### src/rtl/frpc_params.svh
/*
 Constants of the flash rewrite protection control block: geometry, link
 selection, bit-rate limits, register map, command and answer codes.
 Assumes a 100 MHz system clock and a link layer that carries one opcode
 byte and one argument byte for each command.
*/
// Overview of operation
// [RULE1] Flash is 4 KB blocks, 128 blocks; erase per block or all at once.
// [RULE2] Lowest sixteen blocks form a boot cluster with separate write protection.
// [RULE3] Instruction fetch delivers four bytes of flash each clock.
// [RULE4] Flash fetches and data accesses are refused during a self-programming rewrite.
// [RULE5] Chip erase and verify/checksum only over the programmer link, not self-programming.
// [RULE6] Every write is followed by a verify of the write level; a write that ends with flash_ok low gets no verify.
// [RULE7] Block-erase prohibit rejects programmer block erase; chip erase clears it.
// [RULE8] Chip-erase prohibit rejects block and chip erase; never cleared.
// [RULE9] Program prohibit rejects programmer write and block erase; chip erase clears it.
// [RULE10] Read prohibit rejects programmer commands that return flash contents.
// [RULE11] Flags start clear; programmer chip erase clears every clearable flag.
// [RULE12] Flags are set independently and each enforces its own limits.
// [RULE13] Programmer prohibit flags never restrict self-programming.
// [RULE14] A boot protect flag blocks self-programming changes to the boot cluster.
// [RULE15] Async channel runs between 9,600 and 153,600 bps.
// [RULE16] Clocked modes: programmer clock 2.4 kHz to 2.5 MHz, MSB first.
// [RULE17] Clocked mode with handshake drives a handshake pin to the programmer.
// [RULE18] After mode entry, pulses on the mode-select pin are counted, eleven at most.
// [RULE19] In programming mode unused pins stay in their reset state.
// [RULE20] Interrupts stay serviced during a self-programming rewrite.
// [RULE21] Blank check reports whether the addressed block is fully erased.
// [RULE22] Zero pulses async LSB first, eight clocked slave, eleven handshake, else prohibited.
// [RULE23] Mode-select high with qualifier low at reset release enters programming mode.
// [RULE24] Async bit timing is derived from the programmer's reset command.
// [RULE25] Flags are nonvolatile and are checked before each programmer command.
`ifndef FRPC_PARAMS_SVH
`define FRPC_PARAMS_SVH
`define FRPC_CLK_HZ 100000000
`define FRPC_BLK_BYTES 4096
`define FRPC_BLOCKS 128
`define FRPC_BOOT_BLOCKS 16
`define FRPC_MAX_PULSES 11
`define FRPC_PULSES_ASYNC 4'h0
`define FRPC_PULSES_CSI 4'h8
`define FRPC_PULSES_HS 4'hB
`define FRPC_PULSE_WIN_US 1000
`define FRPC_BAUD_MIN 9600
`define FRPC_BAUD_MAX 153600
`define FRPC_SCK_MIN_HZ 2400
`define FRPC_SCK_MAX_HZ 2500000
`define FRPC_RESET_LOW_BITS 9
`define FRPC_REG_CTRL 4'h0
`define FRPC_REG_STAT 4'h4
`define FRPC_REG_PROT 4'h8
`define FRPC_CTRL_START 0
`define FRPC_STAT_DONE 1
`define FRPC_STAT_REFUSED 2
`define FRPC_RSP_ACK 8'h06
`define FRPC_RSP_NAK 8'h15
`define FRPC_RSP_FAIL 8'h1B
`endif

### src/rtl/frpc_pkg.sv
/*
 Types of the flash rewrite protection control block.
 Assumes the constants header is compiled alongside.
*/
package frpc_pkg;
  typedef enum logic [2:0] {
    FOP_BLANK = 3'h0, FOP_ERASE_ALL = 3'h1, FOP_ERASE_BLK = 3'h2, FOP_WRITE = 3'h3,
    FOP_VERIFY = 3'h4, FOP_CSUM = 3'h5, FOP_READ = 3'h6, FOP_PROT = 3'h7
  } frpc_op_e;
  typedef enum logic [1:0] {CH_NONE = 2'h0, CH_ASYNC = 2'h1, CH_CSI = 2'h2, CH_HS = 2'h3} frpc_chan_e;
  typedef enum logic [5:0] {
    LS_BOOT = 6'h01, LS_NORMAL = 6'h02, LS_PULSE = 6'h04, LS_BAUD = 6'h08, LS_RUN = 6'h10, LS_ERR = 6'h20
  } frpc_link_e;
  typedef enum logic [3:0] {OS_IDLE = 4'h1, OS_RUN = 4'h2, OS_VER = 4'h4, OS_END = 4'h8} frpc_opst_e;
  typedef struct packed {
    logic boot;
    logic rd;
    logic prog;
    logic chip;
    logic blk;
  } frpc_flags_s;
  typedef struct packed {
    frpc_op_e op;
    logic [6:0] block;
  } frpc_flash_s;
endpackage : frpc_pkg

### src/rtl/frpc_top.sv
/*
 Flash rewrite protection control: mode entry at reset release, link
 selection by pulse count, serial byte transport, protection checks,
 flash operation sequencing with verify, and the instruction fetch port.
 Assumes a flash macro that answers each start pulse with exactly one done
 pulse, and a nonvolatile store whose flags are valid at reset release.
*/
// Added by the designer: the plain strobed port and the register addresses.
`timescale 1ns/1ns
`include "frpc_params.svh"
module frpc_top #(
  parameter int BLOCKS = `FRPC_BLOCKS,
  parameter int PULSE_WIN_CYC = `FRPC_PULSE_WIN_US * (`FRPC_CLK_HZ / 1000000)
) (
  input logic clock,
  input logic rstn,
  input logic mode_select_pulse_pin,
  input logic mode_qualifier_pin,
  input logic serial_clock_pin,
  input logic serial_data_in_pin,
  output logic serial_data_out_pin,
  output logic handshake_pin,
  output logic prog_mode,
  output logic pins_hold_reset,
  output logic link_mode_err,
  input logic [3:0] reg_addr,
  input logic [31:0] reg_wdata,
  input logic reg_wr,
  input logic reg_rd,
  output logic [31:0] reg_rdata,
  input logic fetch_req,
  input logic [18:0] fetch_addr,
  output logic [31:0] fetch_rdata,
  output logic fetch_valid,
  output logic fetch_refused,
  output logic [18:0] flash_raddr,
  input logic [31:0] flash_rdata,
  output frpc_pkg::frpc_flash_s flash_cmd,
  output logic flash_start,
  input logic flash_done,
  input logic flash_ok,
  input frpc_pkg::frpc_flags_s nv_flags_in,
  output frpc_pkg::frpc_flags_s nv_flags_out,
  output logic nv_flags_wr
);
  localparam int PW = $clog2(PULSE_WIN_CYC + 1);
  localparam int BIT_MIN = `FRPC_CLK_HZ / `FRPC_BAUD_MAX;
  localparam int BIT_MAX = `FRPC_CLK_HZ / `FRPC_BAUD_MIN;
  localparam logic [13:0] BIT_LO = 14'(BIT_MIN - BIT_MIN / 16);
  localparam logic [13:0] BIT_HI = 14'(BIT_MAX + BIT_MAX / 16);
  // 455/4096 approximates one ninth of the reset byte's low time
  localparam logic [25:0] NINTH = 26'h1C7;
  localparam logic [7:0] NBLK = 8'(BLOCKS);
  localparam logic [7:0] NBOOT = 8'(`FRPC_BOOT_BLOCKS);

  if (BLOCKS < `FRPC_BOOT_BLOCKS || BLOCKS > `FRPC_BLOCKS || PULSE_WIN_CYC < 2) begin : g_bad_param
    $error("frpc_top: BLOCKS or PULSE_WIN_CYC out of range");
  end

  // Pin synchronisers, order {data in, serial clock, qualifier, mode select}
  logic [3:0] s1_r;
  logic [3:0] s2_r;
  logic [3:0] p_r;
  always_ff @(posedge clock) begin
    if (!rstn) begin
      s1_r <= 4'hC;
      s2_r <= 4'hC;
      p_r <= 4'hC;
    end else begin
      s1_r <= {serial_data_in_pin, serial_clock_pin, mode_qualifier_pin, mode_select_pulse_pin};
      s2_r <= s1_r;
      p_r <= s2_r;
    end
  end
  logic msel;
  logic qual;
  logic sck;
  logic sdi;
  logic msel_fall;
  logic sck_rise;
  logic sck_fall;
  assign msel = s2_r[0];
  assign qual = s2_r[1];
  assign sck = s2_r[2];
  assign sdi = s2_r[3];
  assign msel_fall = p_r[0] & ~msel;
  assign sck_rise = ~p_r[2] & sck;
  assign sck_fall = p_r[2] & ~sck;

  // Link state: mode entry, pulse count, bit-rate measurement
  frpc_pkg::frpc_link_e ls_r;
  frpc_pkg::frpc_chan_e chan_r;
  logic [1:0] cap_cnt_r;
  logic prog_mode_r;
  logic [3:0] pulse_cnt_r;
  logic [PW-1:0] win_r;
  logic [16:0] low_r;
  logic [13:0] bit_r;
  logic baud_done_r;
  logic [25:0] est;
  logic [13:0] bit_est;
  logic cap_now;
  assign est = {9'h000, low_r} * NINTH;
  assign bit_est = est[25:12];
  assign cap_now = (ls_r == frpc_pkg::LS_BOOT) && (cap_cnt_r == 2'h3);

  always_ff @(posedge clock) begin
    if (!rstn) begin
      ls_r <= frpc_pkg::LS_BOOT;
      chan_r <= frpc_pkg::CH_NONE;
      cap_cnt_r <= 2'h0;
      prog_mode_r <= 1'b0;
      pulse_cnt_r <= 4'h0;
      win_r <= '0;
      low_r <= 17'h00000;
      bit_r <= 14'h0000;
      baud_done_r <= 1'b0;
    end else begin
      baud_done_r <= 1'b0;
      case (ls_r)
        frpc_pkg::LS_BOOT: begin
          // Pins sampled once the synchronisers hold released-reset levels
          cap_cnt_r <= cap_cnt_r + 2'h1;
          if (cap_now) begin
            prog_mode_r <= msel & ~qual; // [RULE23]
            ls_r <= (msel & ~qual) ? frpc_pkg::LS_PULSE : frpc_pkg::LS_NORMAL; // [RULE23]
          end
        end
        frpc_pkg::LS_PULSE: begin
          if (msel_fall) begin
            win_r <= '0;
            // Count saturates one past the limit so overflow stays visible
            if (pulse_cnt_r != 4'(`FRPC_MAX_PULSES + 1)) begin
              pulse_cnt_r <= pulse_cnt_r + 4'h1; // [RULE18]
            end
          end else if (win_r == PW'(PULSE_WIN_CYC - 1)) begin
            case (pulse_cnt_r)
              `FRPC_PULSES_ASYNC: begin
                chan_r <= frpc_pkg::CH_ASYNC; // [RULE22]
                ls_r <= frpc_pkg::LS_BAUD;
              end
              `FRPC_PULSES_CSI: begin
                chan_r <= frpc_pkg::CH_CSI; // [RULE22]
                ls_r <= frpc_pkg::LS_RUN;
              end
              `FRPC_PULSES_HS: begin
                chan_r <= frpc_pkg::CH_HS; // [RULE22]
                ls_r <= frpc_pkg::LS_RUN;
              end
              default: ls_r <= frpc_pkg::LS_ERR; // [RULE22]
            endcase
          end else begin
            win_r <= win_r + PW'(1);
          end
        end
        frpc_pkg::LS_BAUD: begin
          // Reset command is all zeros: start plus eight data bits low
          if (!sdi) begin
            if (low_r != 17'h1FFFF) begin
              low_r <= low_r + 17'h00001; // [RULE24]
            end
          end else if (low_r != 17'h00000) begin
            low_r <= 17'h00000;
            if (bit_est >= BIT_LO && bit_est <= BIT_HI) begin
              bit_r <= bit_est; // [RULE24] [RULE15]
              ls_r <= frpc_pkg::LS_RUN;
              baud_done_r <= 1'b1;
            end
          end
        end
        frpc_pkg::LS_NORMAL, frpc_pkg::LS_RUN, frpc_pkg::LS_ERR: ls_r <= ls_r;
        default: ls_r <= frpc_pkg::LS_BOOT;
      endcase
    end
  end

  // Byte receiver
  logic async_ch;
  logic run_ch;
  assign async_ch = (chan_r == frpc_pkg::CH_ASYNC);
  assign run_ch = (ls_r == frpc_pkg::LS_RUN);
  logic [7:0] rx_sh_r;
  logic [7:0] rx_byte_r;
  logic rx_v_r;
  logic rx_act_r;
  logic [3:0] rx_idx_r;
  logic [13:0] rx_tim_r;
  always_ff @(posedge clock) begin
    if (!rstn) begin
      rx_sh_r <= 8'h00;
      rx_byte_r <= 8'h00;
      rx_v_r <= 1'b0;
      rx_act_r <= 1'b0;
      rx_idx_r <= 4'h0;
      rx_tim_r <= 14'h0000;
    end else begin
      rx_v_r <= 1'b0;
      if (run_ch && !async_ch) begin
        if (sck_rise) begin
          rx_sh_r <= {rx_sh_r[6:0], sdi}; // [RULE16]
          rx_idx_r <= (rx_idx_r == 4'h7) ? 4'h0 : rx_idx_r + 4'h1;
          if (rx_idx_r == 4'h7) begin
            rx_byte_r <= {rx_sh_r[6:0], sdi};
            rx_v_r <= 1'b1;
          end
        end
      end else if (run_ch) begin
        if (!rx_act_r) begin
          if (!sdi) begin
            rx_act_r <= 1'b1;
            rx_tim_r <= {1'b0, bit_r[13:1]};
            rx_idx_r <= 4'h0;
          end
        end else if (rx_tim_r != 14'h0000) begin
          rx_tim_r <= rx_tim_r - 14'h0001;
        end else begin
          rx_tim_r <= bit_r - 14'h0001;
          rx_idx_r <= rx_idx_r + 4'h1;
          if (rx_idx_r == 4'h0) begin
            // A start bit gone high at mid-bit was a glitch
            rx_act_r <= ~sdi;
          end else if (rx_idx_r <= 4'h8) begin
            rx_sh_r <= {sdi, rx_sh_r[7:1]}; // [RULE22]
          end else begin
            rx_act_r <= 1'b0;
            rx_byte_r <= rx_sh_r;
            rx_v_r <= sdi;
          end
        end
      end
    end
  end

  // Command assembly: opcode byte, then argument byte
  logic ph_r;
  logic prog_go_r;
  logic cmd_bad_r;
  logic [2:0] cmd_op_r;
  logic [7:0] cmd_arg_r;
  always_ff @(posedge clock) begin
    if (!rstn) begin
      ph_r <= 1'b0;
      prog_go_r <= 1'b0;
      cmd_bad_r <= 1'b0;
      cmd_op_r <= 3'h0;
      cmd_arg_r <= 8'h00;
    end else begin
      prog_go_r <= 1'b0;
      if (run_ch && rx_v_r) begin
        ph_r <= ~ph_r;
        if (!ph_r) begin
          cmd_op_r <= rx_byte_r[2:0];
          cmd_bad_r <= |rx_byte_r[7:3];
        end else begin
          cmd_arg_r <= rx_byte_r;
          prog_go_r <= 1'b1;
        end
      end
    end
  end

  // Permission check against the flags in force
  function automatic logic frpc_allow(input frpc_pkg::frpc_op_e op, input logic [6:0] blk,
                                      input logic self_src, input frpc_pkg::frpc_flags_s fl);
    logic boot_hit;
    logic in_range;
    logic ok;
    boot_hit = fl.boot && ({1'b0, blk} < NBOOT); // [RULE2] [RULE14]
    in_range = {1'b0, blk} < NBLK; // [RULE1]
    case (op)
      frpc_pkg::FOP_BLANK: ok = in_range;
      frpc_pkg::FOP_ERASE_ALL: ok = !self_src && !fl.chip; // [RULE5] [RULE8]
      frpc_pkg::FOP_ERASE_BLK: ok = in_range && (self_src ? !boot_hit : !(fl.blk || fl.chip || fl.prog)); // [RULE7] [RULE8] [RULE9] [RULE13]
      frpc_pkg::FOP_WRITE: ok = in_range && (self_src ? !boot_hit : !fl.prog); // [RULE9] [RULE13] [RULE14]
      frpc_pkg::FOP_VERIFY, frpc_pkg::FOP_CSUM: ok = in_range && !self_src && !fl.rd; // [RULE5] [RULE10]
      frpc_pkg::FOP_READ: ok = in_range && (self_src || !fl.rd); // [RULE10] [RULE13]
      frpc_pkg::FOP_PROT: ok = 1'b1;
      default: ok = 1'b0;
    endcase
    return ok;
  endfunction

  // Operation engine
  frpc_pkg::frpc_opst_e os_r;
  frpc_pkg::frpc_flags_s flags_r;
  frpc_pkg::frpc_op_e cur_op_r;
  frpc_pkg::frpc_op_e op_in;
  logic [6:0] cur_blk_r;
  logic [6:0] blk_in;
  logic [4:0] arg_in;
  logic src_self_r;
  logic flash_start_r;
  logic rsp_v_r;
  logic [7:0] rsp_r;
  logic res_ok_r;
  logic done_ev_r;
  logic ref_ev_r;
  logic nv_wr_r;
  logic ctrl_wr;
  logic go_self;
  logic allow;
  assign ctrl_wr = reg_wr && (reg_addr == `FRPC_REG_CTRL);
  assign go_self = ctrl_wr && reg_wdata[`FRPC_CTRL_START] && (ls_r == frpc_pkg::LS_NORMAL);
  assign op_in = go_self ? frpc_pkg::frpc_op_e'(reg_wdata[3:1]) : frpc_pkg::frpc_op_e'(cmd_op_r);
  assign blk_in = go_self ? reg_wdata[10:4] : cmd_arg_r[6:0];
  assign arg_in = go_self ? reg_wdata[20:16] : cmd_arg_r[4:0];
  assign allow = frpc_allow(op_in, blk_in, go_self, flags_r) && (go_self || !cmd_bad_r); // [RULE25]

  always_ff @(posedge clock) begin
    if (!rstn) begin
      os_r <= frpc_pkg::OS_IDLE;
      flags_r <= '0; // [RULE11]
      cur_op_r <= frpc_pkg::FOP_BLANK;
      cur_blk_r <= 7'h00;
      src_self_r <= 1'b0;
      flash_start_r <= 1'b0;
      rsp_v_r <= 1'b0;
      rsp_r <= 8'h00;
      res_ok_r <= 1'b0;
      done_ev_r <= 1'b0;
      ref_ev_r <= 1'b0;
      nv_wr_r <= 1'b0;
    end else begin
      flash_start_r <= 1'b0;
      rsp_v_r <= 1'b0;
      done_ev_r <= 1'b0;
      ref_ev_r <= 1'b0;
      nv_wr_r <= 1'b0;
      if (cap_now) begin
        flags_r <= nv_flags_in; // [RULE25]
      end
      if (baud_done_r) begin
        rsp_v_r <= 1'b1;
        rsp_r <= `FRPC_RSP_ACK;
      end
      case (os_r)
        frpc_pkg::OS_IDLE: begin
          if (go_self || prog_go_r) begin
            src_self_r <= go_self;
            cur_op_r <= op_in;
            cur_blk_r <= blk_in;
            if (!allow) begin
              ref_ev_r <= go_self;
              rsp_v_r <= !go_self;
              rsp_r <= `FRPC_RSP_NAK;
            end else if (op_in == frpc_pkg::FOP_PROT) begin
              // Flags set here or reloaded from nv_flags_in at cap_now, each bit on its own
              flags_r <= flags_r | arg_in; // [RULE12] [RULE14]
              nv_wr_r <= 1'b1; // [RULE25]
              done_ev_r <= go_self;
              rsp_v_r <= !go_self;
              rsp_r <= `FRPC_RSP_ACK;
            end else begin
              flash_start_r <= 1'b1;
              os_r <= frpc_pkg::OS_RUN;
            end
          end
        end
        frpc_pkg::OS_RUN: begin
          if (flash_done) begin
            if (cur_op_r == frpc_pkg::FOP_WRITE && flash_ok) begin
              cur_op_r <= frpc_pkg::FOP_VERIFY; // [RULE6]
              flash_start_r <= 1'b1; // [RULE6]
              os_r <= frpc_pkg::OS_VER;
            end else begin
              res_ok_r <= flash_ok; // [RULE21]
              os_r <= frpc_pkg::OS_END;
            end
          end
        end
        frpc_pkg::OS_VER: begin
          if (flash_done) begin
            res_ok_r <= flash_ok; // [RULE6]
            os_r <= frpc_pkg::OS_END;
          end
        end
        frpc_pkg::OS_END: begin
          os_r <= frpc_pkg::OS_IDLE;
          if (cur_op_r == frpc_pkg::FOP_ERASE_ALL && res_ok_r) begin
            flags_r <= '{chip: flags_r.chip, default: 1'b0}; // [RULE7] [RULE9] [RULE11] [RULE8]
            nv_wr_r <= 1'b1;
          end
          done_ev_r <= src_self_r;
          rsp_v_r <= !src_self_r;
          rsp_r <= res_ok_r ? `FRPC_RSP_ACK : `FRPC_RSP_FAIL; // [RULE21]
        end
        default: os_r <= frpc_pkg::OS_IDLE;
      endcase
      // A command landing mid-operation is turned away, never queued
      if (os_r != frpc_pkg::OS_IDLE) begin
        ref_ev_r <= go_self;
        if (prog_go_r) begin
          rsp_v_r <= 1'b1;
          rsp_r <= `FRPC_RSP_NAK;
        end
      end
    end
  end
  assign flash_cmd = '{op: cur_op_r, block: cur_blk_r};
  assign flash_start = flash_start_r;
  assign nv_flags_out = flags_r;
  assign nv_flags_wr = nv_wr_r;

  // Byte transmitter
  logic [7:0] tx_sh_r;
  logic [9:0] utx_r;
  logic [3:0] tx_idx_r;
  logic [13:0] tx_tim_r;
  logic tx_busy_r;
  logic sdo_r;
  always_ff @(posedge clock) begin
    if (!rstn) begin
      tx_sh_r <= 8'hFF;
      utx_r <= 10'h3FF;
      tx_idx_r <= 4'h0;
      tx_tim_r <= 14'h0000;
      tx_busy_r <= 1'b0;
      sdo_r <= 1'b1;
    end else begin
      sdo_r <= async_ch ? utx_r[0] : tx_sh_r[7];
      if (rsp_v_r && async_ch) begin
        utx_r <= {1'b1, rsp_r, 1'b0};
        tx_busy_r <= 1'b1;
        tx_idx_r <= 4'h0;
        tx_tim_r <= bit_r - 14'h0001;
      end else if (rsp_v_r) begin
        tx_sh_r <= rsp_r;
      end else if (!async_ch && sck_fall) begin
        tx_sh_r <= {tx_sh_r[6:0], 1'b1}; // [RULE16]
      end else if (tx_busy_r) begin
        if (tx_tim_r != 14'h0000) begin
          tx_tim_r <= tx_tim_r - 14'h0001;
        end else begin
          tx_tim_r <= bit_r - 14'h0001;
          utx_r <= {1'b1, utx_r[9:1]}; // [RULE22]
          tx_idx_r <= tx_idx_r + 4'h1;
          tx_busy_r <= (tx_idx_r != 4'h9);
        end
      end
    end
  end

  // Handshake: high while a new command may be clocked in
  logic hs_r;
  always_ff @(posedge clock) begin
    if (!rstn) begin
      hs_r <= 1'b0;
    end else begin
      hs_r <= (chan_r == frpc_pkg::CH_HS) && run_ch && (os_r == frpc_pkg::OS_IDLE) && !prog_go_r; // [RULE17]
    end
  end
  assign serial_data_out_pin = sdo_r;
  assign handshake_pin = hs_r;
  assign prog_mode = prog_mode_r;
  assign pins_hold_reset = prog_mode_r; // [RULE19]
  assign link_mode_err = (ls_r == frpc_pkg::LS_ERR);

  // Fetch port: pipelined, one 32-bit word per clock
  logic self_busy;
  logic [18:0] raddr_r;
  logic fv1_r;
  logic fv2_r;
  logic fref_r;
  logic [31:0] frd_r;
  assign self_busy = src_self_r && (os_r != frpc_pkg::OS_IDLE);
  // Interrupt logic is untouched here; only flash-resident code stalls [RULE20]
  always_ff @(posedge clock) begin
    if (!rstn) begin
      raddr_r <= 19'h00000;
      fv1_r <= 1'b0;
      fv2_r <= 1'b0;
      fref_r <= 1'b0;
      frd_r <= 32'h00000000;
    end else begin
      raddr_r <= fetch_addr;
      fv1_r <= fetch_req && !self_busy; // [RULE4]
      fref_r <= fetch_req && self_busy; // [RULE4]
      fv2_r <= fv1_r;
      frd_r <= flash_rdata; // [RULE3]
    end
  end
  assign flash_raddr = raddr_r;
  assign fetch_rdata = frd_r;
  assign fetch_valid = fv2_r;
  assign fetch_refused = fref_r;

  // Register port
  logic done_r;
  logic refused_r;
  logic [2:0] c_op_r;
  logic [6:0] c_blk_r;
  logic [4:0] c_arg_r;
  logic [31:0] rd_r;
  logic stat_w1c;
  assign stat_w1c = reg_wr && (reg_addr == `FRPC_REG_STAT);
  always_ff @(posedge clock) begin
    if (!rstn) begin
      done_r <= 1'b0;
      refused_r <= 1'b0;
    end else begin
      // Set beats a simultaneous software clear
      done_r <= done_ev_r || (done_r && !(stat_w1c && reg_wdata[`FRPC_STAT_DONE]));
      refused_r <= ref_ev_r || (refused_r && !(stat_w1c && reg_wdata[`FRPC_STAT_REFUSED]));
    end
  end
  always_ff @(posedge clock) begin
    if (!rstn) begin
      c_op_r <= 3'h0;
      c_blk_r <= 7'h00;
      c_arg_r <= 5'h00;
    end else if (ctrl_wr) begin
      c_op_r <= reg_wdata[3:1];
      c_blk_r <= reg_wdata[10:4];
      c_arg_r <= reg_wdata[20:16];
    end
  end
  always_ff @(posedge clock) begin
    if (!rstn) begin
      rd_r <= 32'h00000000;
    end else if (reg_rd) begin
      case (reg_addr)
        `FRPC_REG_CTRL: rd_r <= {11'h000, c_arg_r, 5'h00, c_blk_r, c_op_r, 1'b0};
        `FRPC_REG_STAT: rd_r <= {24'h000000, link_mode_err, chan_r, prog_mode_r, res_ok_r, refused_r, done_r,
                                 os_r != frpc_pkg::OS_IDLE};
        `FRPC_REG_PROT: rd_r <= {27'h0000000, flags_r};
        default: rd_r <= 32'h00000000;
      endcase
    end else begin
      rd_r <= 32'h00000000;
    end
  end
  assign reg_rdata = rd_r;
endmodule : frpc_top

### config.mk
export PLATFORM = sky130hd
export DESIGN_NAME = frpc_top
export DESIGN_NICKNAME = d
export VERILOG_FILES = /design/src/rtl/frpc_pkg.sv /design/src/rtl/frpc_top.sv
export VERILOG_INCLUDE_DIRS = /design/src /design/src/rtl
export SDC_FILE = /design/constraint.sdc
export NUM_CORES = 1
export LEC_CHECK = 0
export BUFFER_PORTS_ARGS = -buffer_cell sky130_fd_sc_hd__buf_2
export CAP_MARGIN = 10
export CORE_MARGIN = 5
export CORE_UTILIZATION = 40
export DETAILED_ROUTE_END_ITERATION = 8
export GPL_TIMING_DRIVEN = 0
export SLEW_MARGIN = 20
export SYNTH_ARGS = -nofsm -noshare
export SYNTH_HDL_FRONTEND = slang
export SYNTH_SLANG_ARGS = --single-unit
### constraint.sdc
create_clock -name clock -period 11.4 [get_ports clock]
set_clock_uncertainty 0.15 [all_clocks]
set_input_delay 0.57 -clock clock [delete_from_list [all_inputs] [get_ports clock]]
set_output_delay 0.57 -clock clock [all_outputs]
set_load 0.01 [all_outputs]
Word-level counts from Yosys, hierarchy flattened
Cells that the tools add are included.
{"block": "word_totals", "register_bits": 299, "elab_cells": 378, "input_bits": 103, "out_inout_bits": 107}
{"block": "op_classes", "n_reduce_logical": 94, "mux": 135, "magnitude_cmp": 4, "n_bitwise": 19, "n_mul": 1, "eq_ne": 59, "n_addsub": 9}
{"operator": "two-way mux 8 bit", "count": 23}
{"operator": "two-way mux 14 bit", "count": 8}
{"operator": "two-way mux 17 bit", "count": 5}
{"operator": "case mux 21 bit (3 select lines)", "count": 1}
{"operator": "two-way mux 4 bit", "count": 13}
{"operator": "two-way mux 1 bit", "count": 48}
{"operator": "two-way mux 9 bit", "count": 5}
{"operator": "!= test 2 bit, second input constant", "count": 21}
{"operator": "subtractor 14 x 1 -> 14 bit, second input constant", "count": 3}
{"operator": "two-way mux 6 bit", "count": 6}
{"operator": "two-way mux 5 bit", "count": 7}
{"operator": "adder 17 x 1 -> 17 bit, second input constant", "count": 2}
{"operator": "AND reduction 4 bit", "count": 8}
{"operator": "nonzero test 14 bit", "count": 2}
{"operator": "logical AND 1 bit", "count": 26}
{"operator": "multiplier 17 x 9 -> 26 bit, second input constant", "count": 1}
{"operator": "case mux 6 bit (4 select lines)", "count": 1}
{"operator": "AND reduction 2 bit", "count": 10}
{"operator": "equality test 17 bit, second input constant", "count": 1}
{"operator": "!= test 17 bit, second input constant", "count": 1}
{"operator": "nonzero test 17 bit", "count": 1}
{"operator": "equality test 4 bit, second input constant", "count": 4}
{"operator": "case mux 8 bit (2 select lines)", "count": 1}
{"operator": "nonzero test 2 bit", "count": 8}
{"operator": "49 further kinds", "count": 115}

Longest topological paths before layout
Gate-level depths: netlist (run 1).
{"block": "logic_depth", "word_depth": 16, "depth_mapped": 22}

Least setup slack after synthesis (run 1)
No wires, ideal clock.
{"block": "synth_path", "path_type": "flip-flop to flip-flop", "from": "register low_r[10]", "to": "register bit_r[10]", "synth_period_minus_slack_ns": 5.443, "path_buffers": 3, "setup_time_ns": 0.074, "required_ns": 11.176, "arrival_ns": 5.219, "stages_incl_launch_ff": 22, "path_slack_ns": 5.957, "cell_sequence": "dfxtp_1 > inv_1 > fa_1 > inv_1 > ha_1 > fa_1 > inv_1 > fa_1 > inv_1 > ha_1 > clkbuf_1 > a21oi_1 > o21ai_0 > a221o_1 > a221oi_2 > xnor2_1 > or4_1 > o21ai_1 > buf_2 > buf_2 > nor2_1 > o21ai_0"}
{"block": "synth_between", "elab_chain_len": 4}
{"item": "start: declaration", "line": "frpc_top.sv:97", "source": "logic [16:0] low_r;"}
{"item": "start signal: assignment", "line": "frpc_top.sv:160", "source": "low_r <= low_r + 17'h00001;"}
{"item": "multiplier 17 x 9 -> 26 bit", "line": "frpc_top.sv:103", "source": "assign est = {9'h000, low_r} * NINTH;"}
{"item": ">= comparator 14 x 10 -> 1 bit / less-or-equal comparator 14 bit (equally long branches)", "line": "frpc_top.sv:164", "source": "if (bit_est >= BIT_LO && bit_est <= BIT_HI) begin"}
{"item": "logical AND 1 bit", "line": "frpc_top.sv:164"}
{"item": "AND reduction 4 bit (no line)"}
{"item": "end signal: assignment", "line": "frpc_top.sv:165", "source": "bit_r <= bit_est;"}
{"item": "end: declaration", "line": "frpc_top.sv:98", "source": "logic [13:0] bit_r;"}
Parallel ways exist; a longest one is shown, timed or not.
A chain may end at the register's enable or synchronous reset.

Final worst setup path (run 1)
{"block": "layout_path", "from": "register low_r[9]", "to": "register bit_r[12]"}
The elaborated chain is that of the path after synthesis.

==> run summary, run 1 <==
setup tns final - 0 ps
all-layer global routing usage - 18.8%
post-route ant nets - 0
CP Class - register to register
reg-to-reg setup timing slack - 5130 ps
met3 Resource Use GR - 3.11%
reg2reg end - bit_r[12]$_SDFFE_PN0P_
Hold Crit Start - serial_data_in_pin
Crit Path Max Fanout - 10
worst hold slack - 24.0 ps
post-synthesis average cell area - 8.51 sq um
power per cell area - 129 nW/um^2
Layout Cells excl Fill - 2464
Initial Util - 40.5%
Synth area leaders - dfxtp_1, ha_1, fa_1, nor2_1, nand2_1
vias in the first global route - 12559
worst relative slew slack - 36.4%
Pins Over Slew Limit - 0
clock root buffer - clkbuf_16
FF-to-FF Start - low_r[9]$_SDFFE_PN0P_
f_max - 160 MHz
vias post-DR - 12787
antenna violations before repair - 0
largest net degree at the start of global routing - 17
GRT Max-Usage Layer - met2
share of Yosys cell area claimed by the top area cell type - 38.0%
postcts setup bufs - 0
Worst Hold End - s1_r[3]$_SDFF_PN1_
VDD IR max - 0.000125 V
CTS Buffer Depth - 3
Post-Place Cells - 2407
share of layout cells above drive strength 1 - 13.5%
Final period util - 55.0%
grt ovf - 0
First-pass DRT Iterations - 5
Core ar. - 36700 sq um
CP endpoint kind - register
Setup crit start kind - register
Die ar. - 41100 sq um
Tmin final - 6270 ps
wire length per cell - 16.1 microns
clk_lat worst skew - 580 ps
met2 usage - 32.2%
Inserted Diodes - 0
Num CTS Buffers - 31
clk sinks - 282
width of the die - 203 microns
Initial DRC Count - 656
top cell type by total area after synthesis - dfxtp_1
Fin. Hold Viols - 0
RSZ-0062 raised after global routing - false
maxcap violations - 0
sequential fraction of the synthesis area - 38.0%
arrival time at the worst endpoint - 6580 ps
synthesized cell area - 14900 sq um
register area - 5650 sq um
row count - 70
Ys Warns - 0
first-pass GRT wire length - 64600 microns
Worst Max-Slew Pin Slew - 954 ps
IO Port Bufs - 176
routability cong. - 0.870
multi-input logic area - 8420 sq um
Finish-stage setup viols - 0
Post-synth EDFFs - 0
# IOs - 210
Async SR Flop Fraction - 0%
Clk pin slew, worst setup/hold paths - 60 ps
top_reg_cell synth - dfxtp_1
Tot Pwr - 2.26 mW
detailed-route wire length - 39700 microns
CTS tree - yes
met1 Usage GRT - 24.7%
number of fill cells - 3550
area delta synth->final - 17.7%
Register-to-Register Path Depth - 22
Worst EP required - 11710 ps
status - completed
hold_buf cts - 1
synth unique cells - 75
Die Ht - 203 microns
CTS resizes - 0
hold path depth - 2
HPWL Detailed - 30300 microns
Mapped Cells - 1748
post-DR vias/cell - 5.19
Leak Pwr - 7.50 nW
Post-route DRC - 0
min-delay worst type - input pin to register
FF+latch count, synth - 282
NumNets Final - 2206
H-tree levels - 1
==> cell type report <==
class                      instances  share of cell area, %
clock buffer                      37                   4.67
timing repair buffer             177                   5.09
multi-input combinational       1269                   48.1
tap                              468                   3.35
sequential                       282                   32.3
buffer                            91                   2.34
inverter                         121                   2.59
clock inverter                    19                   1.57
==> worst max-delay path by stage <==
stage	from	end	slack [ps]	depth (start not counted)
after floorplan	low_r[10]$_SDFFE_PN0P_	bit_r[10]$_SDFFE_PN0P_	5960	21
after global placement	low_r[9]$_SDFFE_PN0P_	bit_r[1]$_SDFFE_PN0P_	5220	22
after detailed placement	low_r[9]$_SDFFE_PN0P_	bit_r[10]$_SDFFE_PN0P_	5200	22
after CTS	low_r[9]$_SDFFE_PN0P_	bit_r[10]$_SDFFE_PN0P_	5170	22
after global routing	low_r[10]$_SDFFE_PN0P_	bit_r[10]$_SDFFE_PN0P_	4630	21
final	low_r[9]$_SDFFE_PN0P_	bit_r[12]$_SDFFE_PN0P_	5130	22
==> through the flow <==
step / instance area (sq um) / utilization [%] / worst slack (ps)
after floorplan: 14900 / - / 5960
after global placement: 16400 / 44.7 / 5220
after detailed placement: 16400 / 44.7 / 5200
after CTS: 17500 / 47.7 / 5170
after global routing: 17500 / 47.7 / 4630
final: 17500 / 47.7 / 5130
==> synthesized netlist by cell type (8+ instances only) <==
cell and number:
and3_1 11, and2_1 76, xor2_1 35, a311oi_1 23, nor2_1 186, fa_1 39, nand3_1 46, o211ai_1 20
inv_1 120, a211oi_1 27, nor4_1 10, nand2b_1 14, or3_1 12, buf_4 17, nor3_1 34, nor2b_1 17
ha_1 91, xnor2_1 39, clkbuf_1 66, nand3b_1 10, nand4_1 22, mux2i_1 40, dfxtp_1 282, o21a_1 8
o22ai_1 9, o21ai_0 82, nand2_1 183, a21oi_1 118
==> logic make-up after synthesis <==
group,after synthesis,share of synthesized area [%]
mux,42,2.84
simple gates,652,21.1
compound gates,355,15.0
buf+inv,212,5.81
other cells,1,0.0252
xor+xnor,74,4.36
flops,282,38.0
fa+ha+maj,130,12.9
==> layer usage <==
metal / routed length, microns / vias to the layer above
met5: 0 / -
li1: - / 6420
met3: 2230 / 66
met4: 914 / 0
met1: 18000 / 5954
met2: 18600 / 347
==> flip-flops by register name, summed over array words and instances, names as in the netlist, 5 cells and up <==
name / count
c_arg_r: 5
tx_sh_r: 8
reg_rdata: 16
cur_blk_r: 7
flash_raddr: 19
rx_sh_r: 8
c_blk_r: 7
rx_tim_r: 14
rsp_r: 8
win_r: 17
low_r: 17
utx_r: 9
bit_r: 14
rx_byte_r: 8
fetch_rdata: 32
cmd_arg_r: 7
nv_flags_out: 5
ls_r: 6
tx_tim_r: 14
==> cells in the final DEF, fill, tap and decap left out, types with 22 or more instances in the layout <==
cell type | synthesis | routed
and2_1 | 76 | 76
nand4_1 | 22 | 22
a211oi_1 | 27 | 27
xor2_1 | 35 | 35
clkbuf_16 | 0 | 31
mux2i_1 | 40 | 40
o21ai_0 | 82 | 82
fa_1 | 39 | 39
dfxtp_1 | 282 | 282
xnor2_1 | 39 | 39
nand2_1 | 183 | 183
nor3_1 | 34 | 34
nor2_1 | 186 | 186
nand3_1 | 46 | 46
clkbuf_1 | 66 | 70
inv_1 | 120 | 120
ha_1 | 91 | 91
a311oi_1 | 23 | 23
buf_2 | 4 | 180
a21oi_1 | 118 | 118
==> worst max-delay path, stage by stage (launching register included) <==
cell and delay, ps:
dfxtp_1 400, inv_1 160, fa_1 550, inv_1 40
ha_1 370, fa_1 550, inv_1 50, fa_1 540
inv_1 40, ha_1 260, clkbuf_1 300, a21oi_1 150
o21ai_0 540, a211oi_1 110, o21a_1 140, nor3_1 390
nand4_1 120, or4_1 440, o21ai_1 140, buf_2 260
buf_2 250, o211ai_1 110, o41ai_1 110
==> report_power, final <==
part / total, mW / internal [mW] / switching, mW
Combinational: 0.161 / 0.0671 / 0.0942
Clock: 1.07 / 0.650 / 0.424
Sequential: 1.02 / 1.01 / 0.0137
Total: 2.26 / 1.73 / 0.532
No activity file was read; power rests on OpenSTA's default activity.
==> inputs of run 2 (changes only) <==
Clock period 11.4 ns to 5.9 ns, I/O delays scaled along.
==> run 2 against run 1 <==
Net effect: hold slack gained 1.8 ps; combinational power grew 120%; flip-flop and latch count is the same; cell area grew 5.8%; critical endpoint is now bit_r[0]$_SDFFE_PN0P_; cell count grew 3.5%; global-route usage grew 0.59 points; critical path depth is the same; sequential power grew 93%.
==> run summary, run 2 (synthesis results as in run 1) <==
Post-route DRC - 0
CTS Buffer Depth - 3
Fin. Hold Viols - 0
commonest non-fill, non-tap cell in the layout - dfxtp_1
vias in the first global route - 13057
Initial DRC Count - 652
# IOs - 210
detailed-route wire length - 41200 microns
Layout Cells excl Fill - 2550
row count - 70
CP Class - register to register
clk sinks - 282
Final period util - 96.0%
power per cell area - 238 nW/um^2
vias post-DR - 13243
wire length per cell - 16.2 microns
final instance area - 18500 sq um
Pins Over Slew Limit - 0
reg-to-reg setup timing slack - 230 ps
FF-to-FF Start - low_r[11]$_SDFFE_PN0P_
H-tree levels - 1
Tmin final - 5670 ps
clk_lat worst skew - 590 ps
max reg flops - 32
f_max - 176 MHz
Place WS - -303 ps
status - completed
CP endpoint kind - register
area delta synth->final - 24.5%
Tot Pwr - 4.41 mW
min-delay worst type - input pin to register
NumNets Final - 2292
largest net degree at the start of global routing - 17
VDD IR max - 0.000243 V
Worst Max-Slew Pin Slew - 892 ps
post-route ant nets - 0
IO Port Bufs - 176
all-layer global routing usage - 19.4%
Leak Pwr - 7.88 nW
Placed Area - 16400 sq um
Finished Core Util - 50.5%
Initial Util - 40.5%
Die ar. - 41100 sq um
clock root buffer - clkbuf_16
Finish-stage setup viols - 0
Clk pin slew, worst setup/hold paths - 60 ps
share of layout cells above drive strength 1 - 15.1%
crit path capture - bit_r[0]$_SDFFE_PN0P_
Die Ht - 203 microns
first-pass GRT wire length - 66800 microns
setup tns final - 0 ps
reg2reg end - bit_r[0]$_SDFFE_PN0P_
routability cong. - 0.870
worst hold slack - 25.8 ps
width of the die - 203 microns
HPWL Detailed - 30300 microns
maxcap violations - 0
Inserted Diodes - 0
post-DR vias/cell - 5.19
antenna violations before repair - 1
Post-Place Cells - 2407
CTS tree - yes
Setup crit start kind - register
fin worst setup slack - 234 ps
most frequent cells in the layout - dfxtp_1, nor2_1, nand2_1
Worst Setup SP - low_r[11]$_SDFFE_PN0P_
Crit Path Max Fanout - 10
Register-to-Register Path Depth - 22
arrival time at the worst endpoint - 5950 ps
worst relative slew slack - 39.7%
First-pass DRT Iterations - 5
Num CTS Buffers - 31
grt ovf - 0
Worst EP required - 6190 ps
Core ar. - 36700 sq um
## run 2: changes by cell type in the layout (fill, tap and decap cells not counted), moves of 4 or more
cell,delta
dfxtp_1,-10
inv_1,-4
a21oi_2,+4
dlygate4sd3_1,+81
o21ai_0,-5
ha_1,-4
dfxtp_2,+9
buf_4,+11
clkbuf_1,-4
ha_2,+4
a21oi_1,-4
inv_2,+4
## run 2: worst min-delay path by stage
| stage | startpoint | end | slack [ps] | depth (start not counted) |
|---|---|---|---|---|
| detailed placement | s1_r[2]$_SDFF_PN1_ | s2_r[2]$_SDFF_PN1_ | 270 | 1 |
| CTS | reg_rd | reg_rdata[5]$_SDFF_PN0_ | 10 | 4 |
| floorplan | s1_r[2]$_SDFF_PN1_ | s2_r[2]$_SDFF_PN1_ | 240 | 1 |
| global route | reg_rd | reg_rdata[7]$_SDFF_PN0_ | 30 | 4 |
| finish | reg_rd | reg_rdata[5]$_SDFF_PN0_ | 30 | 4 |
| global placement | fv1_r$_SDFF_PN0_ | fetch_valid$_SDFF_PN0_ | 270 | 1 |
## run 2: critical path: stages, from the launching register on
cell      delay [ps]
dfxtp_1          380
inv_2            100
fa_1             510
inv_1             40
ha_1             350
fa_1             550
inv_1             60
fa_1             490
inv_1             40
ha_2             390
nand4_1          240
a211oi_1         290
nor3_2           120
o221ai_4         280
a221oi_4         120
buf_4            150
xor2_1           170
a211oi_1         380
o21ai_2          120
buf_4            160
buf_4            160
o211ai_1         170
o41ai_1           90
## run 2: layout make-up
| class | count | area, sq um |
|---|---|---|
| buffer | 87 | 400 |
| clock buffer | 37 | 818 |
| clock inverter | 19 | 275 |
| fill | 3426 | 18200 |
| inverter | 121 | 454 |
| multi-input combinational | 1269 | 8550 |
| sequential | 282 | 5660 |
| tap | 468 | 586 |
| timing repair buffer | 267 | 1770 |
## run 2: what timing repair did
item / in CTS / in global routing
endpoints found under the hold margin: 94 / 0
hold buffers: 82 / 0
pin swaps: 1 / 8
resized for setup: 11 / 36
endpoints found under the setup margin: 17 / 17
buffers inserted: 1 / 8
## run 2: metal layers
metal / track usage (%) / routed length [microns] / up-vias
li1: - / - / 6602
met1: 25.3 / 18600 / 6243
met2: 33.8 / 19800 / 340
met3: 2.94 / 2110 / 58
met4: 4.68 / 774 / 0
met5: 0 / 0 / -
## run 2: report_power, final
| group | internal (mW) | switching, mW | total, mW |
|---|---|---|---|
| registers | 1.95 | 0.0269 | 1.97 |
| clock network | 1.26 | 0.827 | 2.08 |
| logic | 0.165 | 0.191 | 0.356 |
| total | 3.37 | 1.05 | 4.41 |
==> inputs of run 3 (changes only) <==
Settings changed: RECOVER_POWER set to 50.
==> run 3 against run 2 <==
Net effect: cell count unchanged; cell area shrank 0.62%; count of clock-buffer cells in the layout unchanged; die area stayed put; register-to-register slack hardly changed; critical endpoint is now bit_r[12]$_SDFFE_PN0P_; largest power group unchanged; highest routed layer unchanged.
==> run summary, run 3 (synthesis results as in run 1) <==
clock root buffer - clkbuf_16
all-layer global routing usage - 19.4%
First-pass DRT Iterations - 5
Worst Max-Slew Pin Slew - 946 ps
power per cell area - 240 nW/um^2
Leak Pwr - 7.50 nW
multi-input logic area - 8550 sq um
min-delay worst type - input pin to register
worst hold slack - 23.9 ps
area delta synth->final - 23.7%
NumNets Final - 2292
Setup crit start kind - register
Pins Over Slew Limit - 0
width of the die - 203 microns
Fin. Hold Viols - 0
vias post-DR - 13194
CTS tree - yes
status - completed
Num CTS Buffers - 31
# IOs - 210
Die ar. - 41100 sq um
sum of buffers and inverters on the critical path - 7
share of layout cells above drive strength 1 - 10.6%
grt ovf - 0
post-route ant nets - 0
CP endpoint kind - register
f_max - 176 MHz
register area - 5660 sq um
routability cong. - 0.870
HPWL Detailed - 30300 microns
max reg flops - 32
wire length per cell - 16.2 microns
Clk pin slew, worst setup/hold paths - 60 ps
IO Port Bufs - 176
clk sinks - 282
CTS Buffer Depth - 3
Tot Pwr - 4.41 mW
vias in the first global route - 13057
VDD IR max - 0.000243 V
Tmin final - 5670 ps
Crit Path Max Fanout - 10
critical path's slowest cell - fa_1
Critical Path, Cell by Cell - inv_2, fa_1, inv_1, ha_1, fa_1, inv_1, fa_1, inv_1, ha_2, nand4_1, a211oi_1, nor3_2, o221ai_4, a221oi_4, buf_4, xor2_1, a211oi_1, o21ai_2, buf_4, buf_4, o211ai_1, o41ai_1
detailed-route wire length - 41300 microns
number of fill cells - 3484
Finish-stage setup viols - 0
commonest non-fill, non-tap cell in the layout - dfxtp_1
Inserted Diodes - 0
Post-route DRC - 0
CP Class - register to register
largest net degree at the start of global routing - 17
Initial Util - 40.5%
antenna violations before repair - 1
Worst EP required - 6180 ps
Initial DRC Count - 687
post-DR vias/cell - 5.17
Core ar. - 36700 sq um
first-pass GRT wire length - 66800 microns
cell family with most CP delay - adder cells
Final period util - 96.1%
H-tree levels - 1
row count - 70
worst relative slew slack - 36.9%
clk_lat worst skew - 590 ps
Die Ht - 203 microns
setup tns final - 0 ps
most frequent cells in the layout - dfxtp_1, nor2_1, nand2_1
largest stage delay on the critical path - 550 ps
arrival time at the worst endpoint - 5950 ps
maxcap violations - 0
## run 3: path summary, 6_finish.rpt
kind              depth (start not counted)  slack [ps]                      end              startpoint
setup / recovery                         22         230   bit_r[12]$_SDFFE_PN0P_  low_r[11]$_SDFFE_PN0P_
hold reg to reg                           1         280       s2_r[1]$_SDFF_PN0_      s1_r[1]$_SDFF_PN0_
setup reg to reg                         22         230   bit_r[12]$_SDFFE_PN0P_  low_r[11]$_SDFFE_PN0P_
hold / removal                            4          20  reg_rdata[5]$_SDFF_PN0_                  reg_rd
## run 3: layout make-up
cell class / instances / share of cell area, %
well taps: 468 / 3.18
multi-input cells: 1269 / 46.5
clock buffers: 37 / 4.45
inverters: 121 / 2.47
plain buffers: 87 / 2.18
clock inverters: 19 / 1.50
repair buffers: 267 / 8.99
flip-flops and latches: 282 / 30.8
## run 3: tightest hold or removal path, delay by kind of cell
kind	cells	cell delay, ps
buffers and inverters	1	100
AND/OR/NAND/NOR	3	330
## run 3: per-stage QoR
step / instances / setup WS, ps / cell area (sq um) / util [%]
floorplan: 1763 / 457 / 14900 / -
global placement: 2407 / -275 / 16400 / 44.7
detailed placement: 2407 / -303 / 16400 / 44.7
CTS: 2545 / 26.0 / 18400 / 50.0
global route: 2550 / -27.4 / 18400 / 50.1
finish: 2550 / 228 / 18400 / 50.1
## run 3: timing repair
action,4_1_cts,5_1_grt
hold endpoints to repair,94,0
pin swaps,1,8
endpoints found under the setup margin,17,17
resized for setup,11,36
buffers inserted,1,8
hold buffers,82,0
## run 3: metal layers
metal	up-vias	GRT usage [%]	share of wire, %
li1	6594	-	-
met2	346	33.8	48
met5	-	0	0
met3	58	2.94	5.3
met1	6196	25.3	45
met4	0	4.68	1.9
## run 3: power breakdown
part           leakage, nW  switching, mW  internal, mW  total (mW)
combinational         4.67          0.192         0.157       0.350
clock                0.532          0.829          1.26        2.09
sequential            2.30         0.0276          1.95        1.98
